### src/dcs_pkg.sv
// Shared constants, field layouts and carrier types for the DAC control block.
package dcs_pkg;

	// Serial frame layout.
	localparam int          FRAME_BITS     = 24;
	localparam int          ADDR_W         = 3;
	localparam int          PAYLOAD_W      = 20;
	localparam int          CODE_W         = 18;
	localparam int          CODE_LSB_POS   = 2;
	localparam logic [4:0]  BIT_CNT_FULL   = 5'h18;
	localparam logic [4:0]  BIT_CNT_OVER   = 5'h19;

	// Register address field values.
	localparam logic [2:0]  ADDR_NOP       = 3'h0;
	localparam logic [2:0]  ADDR_DAC       = 3'h1;
	localparam logic [2:0]  ADDR_CTRL      = 3'h2;
	localparam logic [2:0]  ADDR_CLEAR     = 3'h3;
	localparam logic [2:0]  ADDR_SOFT      = 3'h4;

	// Software strobe register bit positions.
	localparam int          SOFT_LOAD_POS  = 0;
	localparam int          SOFT_CLEAR_POS = 1;
	localparam int          SOFT_RESET_POS = 2;

	// Control register bit positions.
	localparam int          CTRL_FBRES_POS = 1;
	localparam int          CTRL_CLAMP_POS = 2;
	localparam int          CTRL_TRI_POS   = 3;
	localparam int          CTRL_CODE_POS  = 4;
	localparam int          CTRL_SDOD_POS  = 5;
	localparam int          CTRL_LIN_LSB   = 6;

	// Reset values.
	localparam logic [17:0] CLEAR_RST      = 18'h00000;
	localparam logic [17:0] DAC_RST        = 18'h00000;
	localparam logic [17:0] LEVEL_RST      = 18'h00000;
	localparam logic        FBRES_RST      = 1'h1;
	localparam logic        CLAMP_RST      = 1'h1;
	localparam logic        TRI_RST        = 1'h1;
	localparam logic        CODING_RST     = 1'h0;
	localparam logic        SDOD_RST       = 1'h0;
	localparam logic [3:0]  LIN_RST        = 4'h0;
	localparam logic [3:0]  LIN_SPAN20     = 4'hC;
	localparam logic [5:0]  PINS_IDLE      = 6'h3C;

	typedef struct packed {
		logic                 rw;
		logic [ADDR_W-1:0]    addr;
		logic [PAYLOAD_W-1:0] payload;
	} dcs_frame_t;

	typedef struct packed {
		logic [3:0] linComp;
		logic       sdoDisable;
		logic       codingSelect;
		logic       outputTristateBit;
		logic       groundClampBit;
		logic       feedbackResistorSelect;
	} dcs_ctrl_t;

	typedef struct packed {
		logic normal;
		logic tristate;
		logic clamp;
	} dcs_outstate_t;

	// Order matches PINS_IDLE: sclk idles low, the strobes idle high.
	typedef struct packed {
		logic syncN;
		logic clearToCodeRequestN;
		logic loadOutputStrobeN;
		logic resetPinN;
		logic sclk;
		logic sdin;
	} dcs_pins_t;

endpackage : dcs_pkg

### src/dcs_dac_ctrl.sv
// Serial register interface, clear/load/reset control and output-state decode of the DAC.
`timescale 1ns/100ps
module dcs_dac_ctrl #(
	parameter int CODE_BITS = 18
) (
	input  wire logic                   ref_clk,
	input  wire logic                   rstn,
	input  wire logic                   ce,
	input  wire dcs_pkg::dcs_pins_t     pinsIn,
	output logic                        sdoOut,
	output logic                        sdoOe,
	output logic [CODE_BITS-1:0]        dacCode,
	output logic [CODE_BITS-1:0]        levelCode,
	output dcs_pkg::dcs_ctrl_t          ctrlOut,
	output dcs_pkg::dcs_outstate_t      outState
);
	import dcs_pkg::*;

	if (CODE_BITS != CODE_W) begin : gChk
		$error("dcs_dac_ctrl supports only an 18-bit code");
	end

	dcs_pins_t                pinsNow;
	dcs_pins_t                pinsPrev_ff;
	logic [FRAME_BITS-1:0]    shift_ff;
	logic [4:0]               bitCnt_ff;
	logic [FRAME_BITS-1:0]    readShift_ff;
	logic [CODE_BITS-1:0]     inputReg_ff;
	logic [CODE_BITS-1:0]     dacReg_ff;
	logic [CODE_BITS-1:0]     level_ff;
	logic [CODE_BITS-1:0]     clearCode_ff;
	dcs_ctrl_t                ctrl_ff;
	dcs_outstate_t            outState_ff;
	logic                     sdo_ff;

	dcs_frame_t               frame;
	logic                     sclkRise;
	logic                     sclkFall;
	logic                     frameOpen;
	logic                     frameStart;
	logic                     frameEnd;
	logic                     frameOk;
	logic                     wrFrame;
	logic                     rdFrame;
	logic [CODE_BITS-1:0]     frameCode;
	logic                     wrDac;
	logic                     wrCtrl;
	logic                     wrClear;
	logic                     wrSoft;
	logic                     clearPinFall;
	logic                     loadPinFall;
	logic                     resetPinFall;
	logic                     softLoad;
	logic                     softClear;
	logic                     softReset;
	logic                     clearEvent;
	logic                     loadEvent;
	logic [CODE_BITS-1:0]     pendingCode;
	logic [CODE_BITS-1:0]     nxt_dacReg;
	logic                     nxt_dacUpdate;
	logic [FRAME_BITS-1:0]    readWord;
	logic [PAYLOAD_W-1:0]     readPayload;
	dcs_ctrl_t                ctrlDefault;

	// Offset binary passes straight through; twos complement flips the sign bit.
	function automatic logic [CODE_BITS-1:0] toLevel(
		input logic [CODE_BITS-1:0] code,
		input logic                 offsetBinary
	);
		logic [CODE_BITS-1:0] res;
		res = code;
		if (!offsetBinary) begin
			res[CODE_BITS-1] = ~code[CODE_BITS-1];
		end
		return res;
	endfunction : toLevel

	// Every pin from the host crosses into ref_clk through the agreement filter.
	dcs_pin_sync #(
		.WIDTH   (6),
		.RST_VAL (PINS_IDLE)
	) uPinSync (
		.ref_clk (ref_clk),
		.rstn    (rstn),
		.ce      (ce),
		.pinIn   (pinsIn),
		.pinOut  (pinsNow)
	);

	always_ff @(posedge ref_clk or negedge rstn) begin
		if (!rstn) begin
			pinsPrev_ff <= PINS_IDLE;
		end else if (ce) begin
			pinsPrev_ff <= pinsNow;
		end
	end

	assign sclkRise     = ~pinsPrev_ff.sclk & pinsNow.sclk;
	assign sclkFall     = pinsPrev_ff.sclk & ~pinsNow.sclk;
	assign frameOpen    = ~pinsNow.syncN;
	assign frameStart   = pinsPrev_ff.syncN & ~pinsNow.syncN;
	assign frameEnd     = ~pinsPrev_ff.syncN & pinsNow.syncN;
	assign clearPinFall = pinsPrev_ff.clearToCodeRequestN & ~pinsNow.clearToCodeRequestN;
	assign loadPinFall  = pinsPrev_ff.loadOutputStrobeN & ~pinsNow.loadOutputStrobeN;
	assign resetPinFall = pinsPrev_ff.resetPinN & ~pinsNow.resetPinN;

	// Input bits are taken on falling link-clock edges while the frame is open.
	always_ff @(posedge ref_clk or negedge rstn) begin
		if (!rstn) begin
			shift_ff <= '0;
		end else if (ce && frameOpen && sclkFall) begin
			shift_ff <= {shift_ff[FRAME_BITS-2:0], pinsNow.sdin};
		end
	end

	// The counter sticks at the over value so a long frame is dropped, not wrapped.
	always_ff @(posedge ref_clk or negedge rstn) begin
		if (!rstn) begin
			bitCnt_ff <= 5'h00;
		end else if (ce) begin
			if (frameStart) begin
				bitCnt_ff <= 5'h00;
			end else if (frameOpen && sclkFall && bitCnt_ff != BIT_CNT_OVER) begin
				bitCnt_ff <= bitCnt_ff + 5'h01;
			end
		end
	end

	assign frame     = dcs_frame_t'(shift_ff);
	assign frameOk   = frameEnd && (bitCnt_ff == BIT_CNT_FULL);
	assign wrFrame   = frameOk && !frame.rw;
	assign rdFrame   = frameOk && frame.rw;
	assign frameCode = frame.payload[CODE_LSB_POS +: CODE_BITS];
	assign wrDac     = wrFrame && (frame.addr == ADDR_DAC);
	assign wrCtrl    = wrFrame && (frame.addr == ADDR_CTRL);
	assign wrClear   = wrFrame && (frame.addr == ADDR_CLEAR);
	assign wrSoft    = wrFrame && (frame.addr == ADDR_SOFT);

	// A strobe bit behaves as a low pulse on the matching pin, but load is ignored while clear is low and clear while load is low.
	assign softLoad  = wrSoft && frame.payload[SOFT_LOAD_POS]
		&& pinsNow.clearToCodeRequestN;
	assign softClear = wrSoft && frame.payload[SOFT_CLEAR_POS]
		&& pinsNow.loadOutputStrobeN;
	assign softReset = (wrSoft && frame.payload[SOFT_RESET_POS])
		|| resetPinFall;

	assign clearEvent = clearPinFall || softClear;
	assign loadEvent  = loadPinFall || softLoad
		|| (wrDac && !pinsNow.loadOutputStrobeN);

	// A DAC write with the load pin already low goes out at once, so it bypasses the input register.
	assign pendingCode = wrDac ? frameCode : inputReg_ff;

	// Clear takes priority over a load landing in the same cycle.
	always_comb begin
		nxt_dacReg    = dacReg_ff;
		nxt_dacUpdate = 1'b0;
		if (clearEvent) begin
			nxt_dacReg    = clearCode_ff;
			nxt_dacUpdate = 1'b1;
		end else if (loadEvent) begin
			nxt_dacReg    = pendingCode;
			nxt_dacUpdate = 1'b1;
		end
	end

	assign ctrlDefault = '{
		linComp:                LIN_RST,
		sdoDisable:             SDOD_RST,
		codingSelect:           CODING_RST,
		outputTristateBit:      TRI_RST,
		groundClampBit:         CLAMP_RST,
		feedbackResistorSelect: FBRES_RST
	};

	always_ff @(posedge ref_clk or negedge rstn) begin
		if (!rstn) begin
			inputReg_ff <= DAC_RST;
		end else if (ce) begin
			if (softReset) begin
				inputReg_ff <= DAC_RST;
			end else if (wrDac) begin
				inputReg_ff <= frameCode;
			end
		end
	end

	always_ff @(posedge ref_clk or negedge rstn) begin
		if (!rstn) begin
			dacReg_ff <= DAC_RST;
		end else if (ce) begin
			if (softReset) begin
				dacReg_ff <= DAC_RST;
			end else begin
				dacReg_ff <= nxt_dacReg;
			end
		end
	end

	// The level is fixed at load time, so reset leaves it at the negative reference.
	always_ff @(posedge ref_clk or negedge rstn) begin
		if (!rstn) begin
			level_ff <= LEVEL_RST;
		end else if (ce) begin
			if (softReset) begin
				level_ff <= LEVEL_RST;
			end else if (nxt_dacUpdate) begin
				level_ff <= toLevel(nxt_dacReg, ctrl_ff.codingSelect);
			end
		end
	end

	always_ff @(posedge ref_clk or negedge rstn) begin
		if (!rstn) begin
			clearCode_ff <= CLEAR_RST;
		end else if (ce) begin
			if (softReset) begin
				clearCode_ff <= CLEAR_RST;
			end else if (wrClear) begin
				clearCode_ff <= frameCode;
			end
		end
	end

	// Control bits hold their power-on values until the host rewrites them.
	always_ff @(posedge ref_clk or negedge rstn) begin
		if (!rstn) begin
			ctrl_ff <= '{
				linComp:                LIN_RST,
				sdoDisable:             SDOD_RST,
				codingSelect:           CODING_RST,
				outputTristateBit:      TRI_RST,
				groundClampBit:         CLAMP_RST,
				feedbackResistorSelect: FBRES_RST
			};
		end else if (ce) begin
			if (softReset) begin
				ctrl_ff <= ctrlDefault;
			end else if (wrCtrl) begin
				ctrl_ff.feedbackResistorSelect <= frame.payload[CTRL_FBRES_POS];
				ctrl_ff.groundClampBit         <= frame.payload[CTRL_CLAMP_POS];
				ctrl_ff.outputTristateBit      <= frame.payload[CTRL_TRI_POS];
				ctrl_ff.codingSelect           <= frame.payload[CTRL_CODE_POS];
				ctrl_ff.sdoDisable             <= frame.payload[CTRL_SDOD_POS];
				ctrl_ff.linComp                <= frame.payload[CTRL_LIN_LSB +: 4];
			end
		end
	end

	// Clamp overrides tristate so a stray tristate write cannot float a clamped output.
	always_ff @(posedge ref_clk or negedge rstn) begin
		if (!rstn) begin
			outState_ff <= '{normal: 1'b0, tristate: 1'b0, clamp: 1'b1};
		end else if (ce) begin
			outState_ff.clamp    <= ctrl_ff.groundClampBit;
			outState_ff.tristate <= ~ctrl_ff.groundClampBit
				& ctrl_ff.outputTristateBit;
			outState_ff.normal   <= ~ctrl_ff.groundClampBit
				& ~ctrl_ff.outputTristateBit;
		end
	end

	// The strobe register is write-only and reads back as zero.
	always_comb begin
		readPayload = '0;
		case (frame.addr)
			ADDR_DAC: begin
				readPayload[CODE_LSB_POS +: CODE_BITS] = dacReg_ff;
			end
			ADDR_CTRL: begin
				readPayload[CTRL_FBRES_POS]    = ctrl_ff.feedbackResistorSelect;
				readPayload[CTRL_CLAMP_POS]    = ctrl_ff.groundClampBit;
				readPayload[CTRL_TRI_POS]      = ctrl_ff.outputTristateBit;
				readPayload[CTRL_CODE_POS]     = ctrl_ff.codingSelect;
				readPayload[CTRL_SDOD_POS]     = ctrl_ff.sdoDisable;
				readPayload[CTRL_LIN_LSB +: 4] = ctrl_ff.linComp;
			end
			ADDR_CLEAR: begin
				readPayload[CODE_LSB_POS +: CODE_BITS] = clearCode_ff;
			end
			default: begin
				readPayload = '0;
			end
		endcase
	end

	assign readWord = {1'b1, frame.addr, readPayload};

	// A read frame loads the answer, which leaves on rising edges of the next frame.
	always_ff @(posedge ref_clk or negedge rstn) begin
		if (!rstn) begin
			readShift_ff <= '0;
		end else if (ce) begin
			if (rdFrame) begin
				readShift_ff <= readWord;
			end else if (frameEnd) begin
				readShift_ff <= '0;
			end else if (frameOpen && sclkRise) begin
				readShift_ff <= {readShift_ff[FRAME_BITS-2:0], 1'b0};
			end
		end
	end

	always_ff @(posedge ref_clk or negedge rstn) begin
		if (!rstn) begin
			sdo_ff <= 1'b0;
		end else if (ce) begin
			sdo_ff <= readShift_ff[FRAME_BITS-1];
		end
	end

	// The enable trails the frame-select pin by the filter delay, so the host must wait for it.
	assign sdoOut    = sdo_ff;
	assign sdoOe     = frameOpen & ~ctrl_ff.sdoDisable;
	assign dacCode   = dacReg_ff;
	assign levelCode = level_ff;
	assign ctrlOut   = ctrl_ff;
	assign outState  = outState_ff;

endmodule : dcs_dac_ctrl

### src/dcs_pin_sync.sv
// Three-stage pin synchroniser whose output moves only when stages two and three agree.
`timescale 1ns/100ps
module dcs_pin_sync #(
	parameter int               WIDTH   = 6,
	parameter logic [WIDTH-1:0] RST_VAL = '0
) (
	input  wire logic             ref_clk,
	input  wire logic             rstn,
	input  wire logic             ce,
	input  wire logic [WIDTH-1:0] pinIn,
	output logic      [WIDTH-1:0] pinOut
);
	import dcs_pkg::*;

	if (WIDTH < 1) begin : gChk
		$error("dcs_pin_sync needs at least one bit");
	end

	for (genvar i = 0; i < WIDTH; i++) begin : gBit
		logic stage1_ff;
		logic stage2_ff;
		logic stage3_ff;
		logic stable_ff;

		// Stage one feeds stage two only; the agreement check looks at two and three.
		always_ff @(posedge ref_clk or negedge rstn) begin
			if (!rstn) begin
				stage1_ff <= RST_VAL[i];
				stage2_ff <= RST_VAL[i];
				stage3_ff <= RST_VAL[i];
			end else if (ce) begin
				stage1_ff <= pinIn[i];
				stage2_ff <= stage1_ff;
				stage3_ff <= stage2_ff;
			end
		end

		always_ff @(posedge ref_clk or negedge rstn) begin
			if (!rstn) begin
				stable_ff <= RST_VAL[i];
			end else if (ce && (stage2_ff == stage3_ff)) begin
				stable_ff <= stage3_ff;
			end
		end

		assign pinOut[i] = stable_ff;
	end

endmodule : dcs_pin_sync

### config.mk
export PLATFORM = sky130hd
export DESIGN_NAME = dcs_dac_ctrl
export DESIGN_NICKNAME = d
export VERILOG_FILES = /design/src/dcs_pkg.sv /design/src/dcs_dac_ctrl.sv /design/src/dcs_pin_sync.sv
export SDC_FILE = /design/constraint.sdc
export NUM_CORES = 1
export LEC_CHECK = 0
export BUFFER_PORTS_ARGS = -buffer_cell sky130_fd_sc_hd__clkbuf_2
export CAP_MARGIN = 20
export CORE_UTILIZATION = 50
export CTS_CLUSTER_DIAMETER = 80
export DETAILED_ROUTE_END_ITERATION = 16
export PLACE_DENSITY_LB_ADDON = 0.1
export SLEW_MARGIN = 20
export SYNTH_ARGS = -nofsm -noshare
export SYNTH_HDL_FRONTEND = slang
export SYNTH_SLANG_ARGS = --single-unit
### constraint.sdc
create_clock -name ref_clk -period 4.4 [get_ports ref_clk]
set_input_delay 0.22 -clock ref_clk [delete_from_list [all_inputs] [get_ports ref_clk]]
set_output_delay 0.22 -clock ref_clk [all_outputs]
set_load 0.05 [all_outputs]
; Word-level counts from Yosys, hierarchy flattened
; Cells that the tools add are included.
[totals]
wordCells = 142
output_inout_bits = 50
mem_bits_ro = 0
latch_bits = 0
ramBits = 0
register_bits = 167
inputBits = 9
n_memories = 0
[op_classes]
add_sub_neg = 1
muxes = 22
eq_ne = 12
n_lt_le_gt_ge = 0
n_reduce_logical = 40
n_bitwise = 21
n_div = 0
n_shift = 0
n_mul = 0
[op_table]
columns = cell, count
row1 = two-way mux 18 bit, 9
row2 = two-way mux 24 bit, 3
row3 = logical AND 1 bit, 24
row4 = case mux 8 bit (3 select lines), 1
row5 = case mux 10 bit (2 select lines), 1
row6 = two-way mux 9 bit, 2
row7 = inverter 1 bit, 11
row8 = bitwise AND 1 bit, 10
row9 = two-way mux 5 bit, 2
row10 = AND reduction 2 bit, 5
row11 = nonzero test 2 bit, 4
row12 = equality test 1 bit, 6
row13 = "equality test 3 x 2 -> 1 bit, second input constant", 2
row14 = "adder 5 x 1 -> 5 bit, second input constant", 1
row15 = "equality test 5 bit, second input constant", 1
row16 = "inequality test 5 bit, second input constant", 1
row17 = logical OR 1 bit, 4
row18 = two-way mux 1 bit, 4
row19 = "equality test 3 x 1 -> 1 bit, second input constant", 1
row20 = "equality test 3 bit, second input constant", 1
row21 = nonzero test 3 bit, 1
row22 = logical NOT 1 bit, 2

; Logic depth before layout (Yosys ltp)
[logic_depth]
ltp_word = 15
mapped_depth = 9
mapped_depth_nobuf = 8

; Cells and area by module
; A second synthesis with hierarchy kept.
[hier_totals]
hier_cells = 652
hier_area_um2 = 7704.9
[modules_own_cells]
columns = mod, cells_per_inst, seq_area_each_um2, area_each_um2, instances
row1 = dcs_dac_ctrl, 583, 3563.4, 6671.4, 1
row2 = dcs_pin_sync, 69, 620.6, 1033.5, 1

; Worst setup path before layout
; OpenSTA, ideal clock, no wires.
[synth_path]
kind = register to register
startpoint = register shift_ff[23], in the netlist frame[23]
endpoint = register dacReg_ff[10], in the netlist dacCode[10]
path_slack_ns = 1.912
stages_incl_launch_ff = 9
period_less_slack_ns = 2.488
setup_time_ns = 0.133
arrival_ns = 2.356
n_path_buf = 2
t_required_ns = 4.267
path_cell_list = dfrtp_1 buf_6 or4b_4 nor3_4 buf_6 mux2_2 mux2_2 mux2i_1 o22ai_1
[synth_via]
elab_chain_cells = 10
word_cells_on_any_way = 18
cone_classes = mux: 4 / reduce/logical: 14
[synth_rtl]
columns = item, line_no
row1 = start: declaration, dcs_dac_ctrl.sv:25  ; logic [FRAME_BITS-1:0] shift_ff;
row2 = start signal: assignment, dcs_dac_ctrl.sv:112  ; shift_ff <= {shift_ff[FRAME_BITS-2:0], pinsNow.sdin};
row3 = logical NOT 1 bit *, dcs_dac_ctrl.sv:131  ; assign wrFrame = frameOk && !frame.rw;
row4 = logical AND 1 bit *, dcs_dac_ctrl.sv:131
row5 = logical AND 1 bit, dcs_dac_ctrl.sv:137  ; assign wrSoft = wrFrame && (frame.addr == ADDR_SOFT);
row6 = logical AND 1 bit, dcs_dac_ctrl.sv:140  ; assign softLoad = wrSoft && frame.payload[SOFT_LOAD_POS]
row7 = logical AND 1 bit, dcs_dac_ctrl.sv:141  ; && pinsNow.clearToCodeRequestN;
row8 = logical OR 1 bit, dcs_dac_ctrl.sv:148  ; assign loadEvent = loadPinFall || softLoad
row9 = logical OR 1 bit, dcs_dac_ctrl.sv:149  ; || (wrDac && !pinsNow.loadOutputStrobeN);
row10 = two-way mux 18 bit, dcs_dac_ctrl.sv:161  ; end else if (loadEvent) begin
row11 = two-way mux 18 bit, dcs_dac_ctrl.sv:158  ; if (clearEvent) begin
row12 = two-way mux 18 bit *, dcs_dac_ctrl.sv:192  ; if (softReset) begin
row13 = end signal: assignment, dcs_dac_ctrl.sv:195  ; dacReg_ff <= nxt_dacReg;
row14 = end: declaration, dcs_dac_ctrl.sv:29  ; logic [CODE_BITS-1:0] dacReg_ff;
; Every way passes the cells marked *; elsewhere a longest branch is shown, timed or not.
; A chain may end at the register's enable or synchronous reset.

; Worst setup path after layout
[layout_path]
startpoint = register uPinSync.gBit[5].stable_ff
endpoint = register level_ff[2], in the netlist levelCode[2]
[layout_via]
elab_chain_cells = 12
word_cells_on_any_way = 24
cone_classes = mux: 7 / bitwise: 1 / reduce/logical: 16
[layout_rtl]
columns = item, line_no
row1 = start: declaration, dcs_pin_sync.sv:23  ; logic stable_ff;
row2 = start signal: assignment, dcs_pin_sync.sv:40  ; stable_ff <= RST_VAL[i];
row3 = start signal: assignment, dcs_pin_sync.sv:42  ; stable_ff <= stage3_ff;
row4 = bitwise AND 1 bit *, dcs_dac_ctrl.sv:102  ; assign frameEnd = ~pinsPrev_ff.syncN & pinsNow.syncN;
row5 = logical AND 1 bit *, dcs_dac_ctrl.sv:130  ; assign frameOk = frameEnd && (bitCnt_ff == BIT_CNT_FULL);
row6 = logical AND 1 bit *, dcs_dac_ctrl.sv:131
row7 = logical AND 1 bit, dcs_dac_ctrl.sv:137
row8 = logical AND 1 bit, dcs_dac_ctrl.sv:140
row9 = logical AND 1 bit, dcs_dac_ctrl.sv:141
row10 = logical OR 1 bit, dcs_dac_ctrl.sv:148
row11 = logical OR 1 bit, dcs_dac_ctrl.sv:149
row12 = two-way mux 18 bit or two-way mux 1 bit (tied branches), dcs_dac_ctrl.sv:161
row13 = two-way mux 18 bit or two-way mux 1 bit (tied branches), dcs_dac_ctrl.sv:158
row14 = two-way mux 18 bit or nonzero test 2 bit (tied branches), -
row15 = two-way mux 18 bit or AND reduction 2 bit (tied branches), -
row16 = end signal: assignment, dcs_dac_ctrl.sv:208  ; level_ff <= toLevel(nxt_dacReg, ctrl_ff.codingSelect);
row17 = end: declaration, dcs_dac_ctrl.sv:30  ; logic [CODE_BITS-1:0] level_ff;
; Every way passes the cells marked *; elsewhere a longest branch is shown, timed or not. The select of a mux whose other input is x is not followed.

==> results.py <==
metrics = {
    "global_routing": {
        "grt_pass1_wl_mm": 30.0,
        "grt_pass1_vias": 5507,
        "gr-total-overflow": 0,
        "antenna_found_initial": 0,
        "grt_usage_pct": 24.7,
        "grt_max_degree": 94,
    },
    "layout": {
        "finalNetCount": 750,
        "drive_gt1_share_pct": 30.5,
        "mostFrequentLayoutCell": "dfrtp_1",
        "final_area_um2": 8810,
        "diodes": 0,
        "post-route-util_pct": 59.7,
        "layout_common_cells": "dfrtp_1, mux2_2, nand2_1, clkbuf_2, o21ai_0",
        "fillerInstances": 1234,
        "area_delta_synth_final_pct": 14.9,
    },
    "floorplan": {
        "core_um2": 14800,
        "num_rows": 44,
        "die_area_um2": 15800,
        "initial_core_util_pct": 52.0,
        "die_w_um": 126,
        "die_height_um": 126,
        "io_pins": 59,
    },
    "route": {
        "wl_met3_um": 625,
        "viasPerCell": 5.78,
        "initialDrtViolationCount": 381,
        "ant_nets": 0,
        "met2_length_mm": 8.51,
        "wl_per_cell_um": 19.1,
        "drt_wl_total_mm": 17.9,
        "met1_length_mm": 8.51,
        "dr_total_vias": 5405,
        "top_layer": "met4",
        "route.detailed.drc": 0,
        "firstDrtPassIters": 5,
    },
    "worst_setup_path": {
        "crit_path_end_kind": "register",
        "r2r_cells": 5,
        "rrSetupSlack_ns": 1.19,
        "cp_slowest_cell": "dfstp_2",
        "r2r-end": "levelCode[2]",
        "critPathKind": "register to register",
        "crit_chain": "nand3b_1 -> or4_1 -> o211ai_2 -> o21bai_2 -> o21ai_0",
        "critPathLaunch": "uPinSync.gBit[5].stable_ff",
        "endpoint": "levelCode[2]",
        "r2r-start": "uPinSync.gBit[5].stable_ff",
        "path_max_fanout": 16,
        "cp-start-kind": "register",
        "arrival_ns": 3.48,
        "required_ns": 4.67,
        "worst_path_largest_cell_delay_ns": 0.65,
    },
    "sta": {
        "tightest_slew_ns": 1.04,
        "fin_crit_ns": 3.21,
        "worst_slack_ns": 1.19,
        "hold_violations": 0,
        "maxSlewHeadroom_pct": 30.5,
        "maxSlewViolCount": 0,
        "finalSetupTns_ns": 0,
        "max_freq_ghz": 0.311,
        "rsz0062_at_grt": "false",
        "setup_viol": 0,
        "finalClockSkew_ns": 0.00971,
        "fin_crit_sh_pct": 73.0,
    },
    "placement": {
        "io_buffers": 58,
        "dpl_cell_area_um2": 8130,
        "routabilityCongestion": 0.798,
        "pre_cts_ws_ns": 1.19,
        "dp_hpwl_mm": 11.4,
    },
    "yosys": {
        "synthesis.instances": 689,
        "synth_compound_area_share_pct": 14.1,
        "synthDistinctLibCells": 55,
        "synthesis.area_um2": 7670,
        "ys_ff_latch": 166,
        "synth_warnings": 0,
        "ys_seq_area_share_pct": 54.5,
        "yosys_most_used_dff": "dfrtp_1",
        "synth.avg_cell_area_um2": 11.1,
        "synthSimpleGateAreaFrac_pct": 9.10,
        "synth-xor-area-share_pct": 0.342,
        "async_reset_ff_share_pct": 100,
        "synth-edff-count": 0,
        "synth_mux_area_share_pct": 16.8,
        "synth_top_family_by_area": "multiplexers",
        "syn-num-nets": 701,
        "synthAdderAreaFrac_pct": 0.489,
    },
    "clock_network": {
        "cts-buffers-inserted": 17,
        "clk_path_buf_depth": 2,
        "post_cts_buffers": 0,
        "clk_latency_ns": 0.43,
        "cts-root-buf": "clkbuf_16",
        "cts.clk_slew.worst_paths_ns": 0.07,
        "cts_sinks": 166,
        "hold_buffers": 1,
        "htree_levels": 4,
        "cts_resized": 0,
        "cts_tree": "yes",
    },
    "pwr": {
        "p_per_area_nw_per_um2": 570,
        "ir_drop_mv": 0.351,
        "p_total_mw": 5.02,
        "p_leak_nw": 4.00,
    },
    "hold_path": {
        "hp-class": "input port to register",
        "worstHoldStart": "pinsIn[4]",
    },
    "outcome": {
        "status": "completed",
    },
    "flow_run": {
        "cap_violations": 0,
    },
}
## metal layers
| metal | up-vias | GRT usage [%] |
|---|---|---|
| met4 | 0 | 8.01 |
| met3 | 20 | 4.21 |
| met1 | 2744 | 35.3 |
| met2 | 102 | 38.4 |
| met5 | - | 0 |
| li1 | 2539 | - |
## per-stage QoR
stage | hold WS [ns] | std cells
after global placement | 0.356 | 901
final | 0.0239 | 935
after detailed placement | 0.355 | 901
after floorplan | -0.0756 | 689
after global routing | 0.0159 | 935
after CTS | 0.0141 | 934
## worst max-delay path, delay by kind of cell (launching register included)
family | cells | cell delay [ns]
compound gates | 3 | 1.41
simple gates | 2 | 0.98
flops | 1 | 0.65
## final cells by class
class	instances	area, um^2	area share (%)
multi-input cells	438	3160	35.9
clock buffers	22	474	5.38
repair buffers	72	410	4.66
flip-flops and latches	166	4180	47.5
inverters	43	161	1.83
clock inverters	10	194	2.20
well taps	184	230	2.61
## where the power goes
part	total (mW)	switching, mW	internal [mW]	leakage (nW)
Sequential	2.02	0.226	1.79	2.19
Combinational	1.34	0.923	0.415	1.48
Clock	1.67	0.609	1.06	0.325
Total	5.02	1.76	3.27	4.00
## synthesized netlist by cell type, types with 2 or more instances
cell	instances	share of area [%]
buf_6	3	0.44
nand2_1	64	3.1
ha_1	3	0.49
o31ai_1	2	0.20
o22ai_1	17	1.4
xor2_1	3	0.34
nand2b_1	10	0.82
nor2_1	30	1.5
a21oi_1	26	1.7
mux2i_1	27	3.5
clkbuf_1	22	1.1
buf_4	2	0.20
o21a_1	3	0.29
mux2_2	87	13
dfstp_2	24	8.2
a31o_2	2	0.23
nand3b_1	5	0.49
nor2b_1	5	0.41
buf_2	7	0.46
o21ai_0	53	3.5
a32oi_1	3	0.34
dfrtp_1	142	46
a21o_1	2	0.20
nand4_1	2	0.16
buf_1	7	0.34
inv_1	43	2.1
o21ai_2	2	0.23
a22oi_1	8	0.78
o21ai_1	14	0.91
nand3_1	18	1.2
a22o_1	29	3.3
## flip-flops by register name (all words and copies together), names as in the netlist
signal	count
frame	24
readShift_ff	23
clearCode_ff	18
dacCode	18
inputReg_ff	18
levelCode	18
ctrlOut	9
uPinSync.gBit.stable_ff	6
uPinSync.gBit.stage1_ff	6
uPinSync.gBit.stage2_ff	6
uPinSync.gBit.stage3_ff	6
bitCnt_ff	5
pinsPrev_ff	5
outState	3
sdoOut	1
## logic make-up after synthesis
family	count (synthesis)
and+or+nand+nor	146
AOI/OAI and AO/OA	170
muxes	116
xor gates and xnor gates	3
DFF	166
adders and majority gates	3
buffers and inverters	85
## worst min-delay path by stage
| stage | endpoint | slack (ns) | depth (start not counted) |
|---|---|---|---|
| finish | uPinSync.gBit[4].stage1_ff | 0.02 | 2 |
| global placement | uPinSync.gBit[1].stable_ff | 0.36 | 1 |
| floorplan | bitCnt_ff[0] | -0.08 | 0 |
| global route | uPinSync.gBit[2].stage1_ff | 0.02 | 2 |
| detailed placement | bitCnt_ff[1] | 0.35 | 1 |
| CTS | uPinSync.gBit[4].stage1_ff | 0.01 | 2 |
No activity file was read; power rests on OpenSTA's default activity.
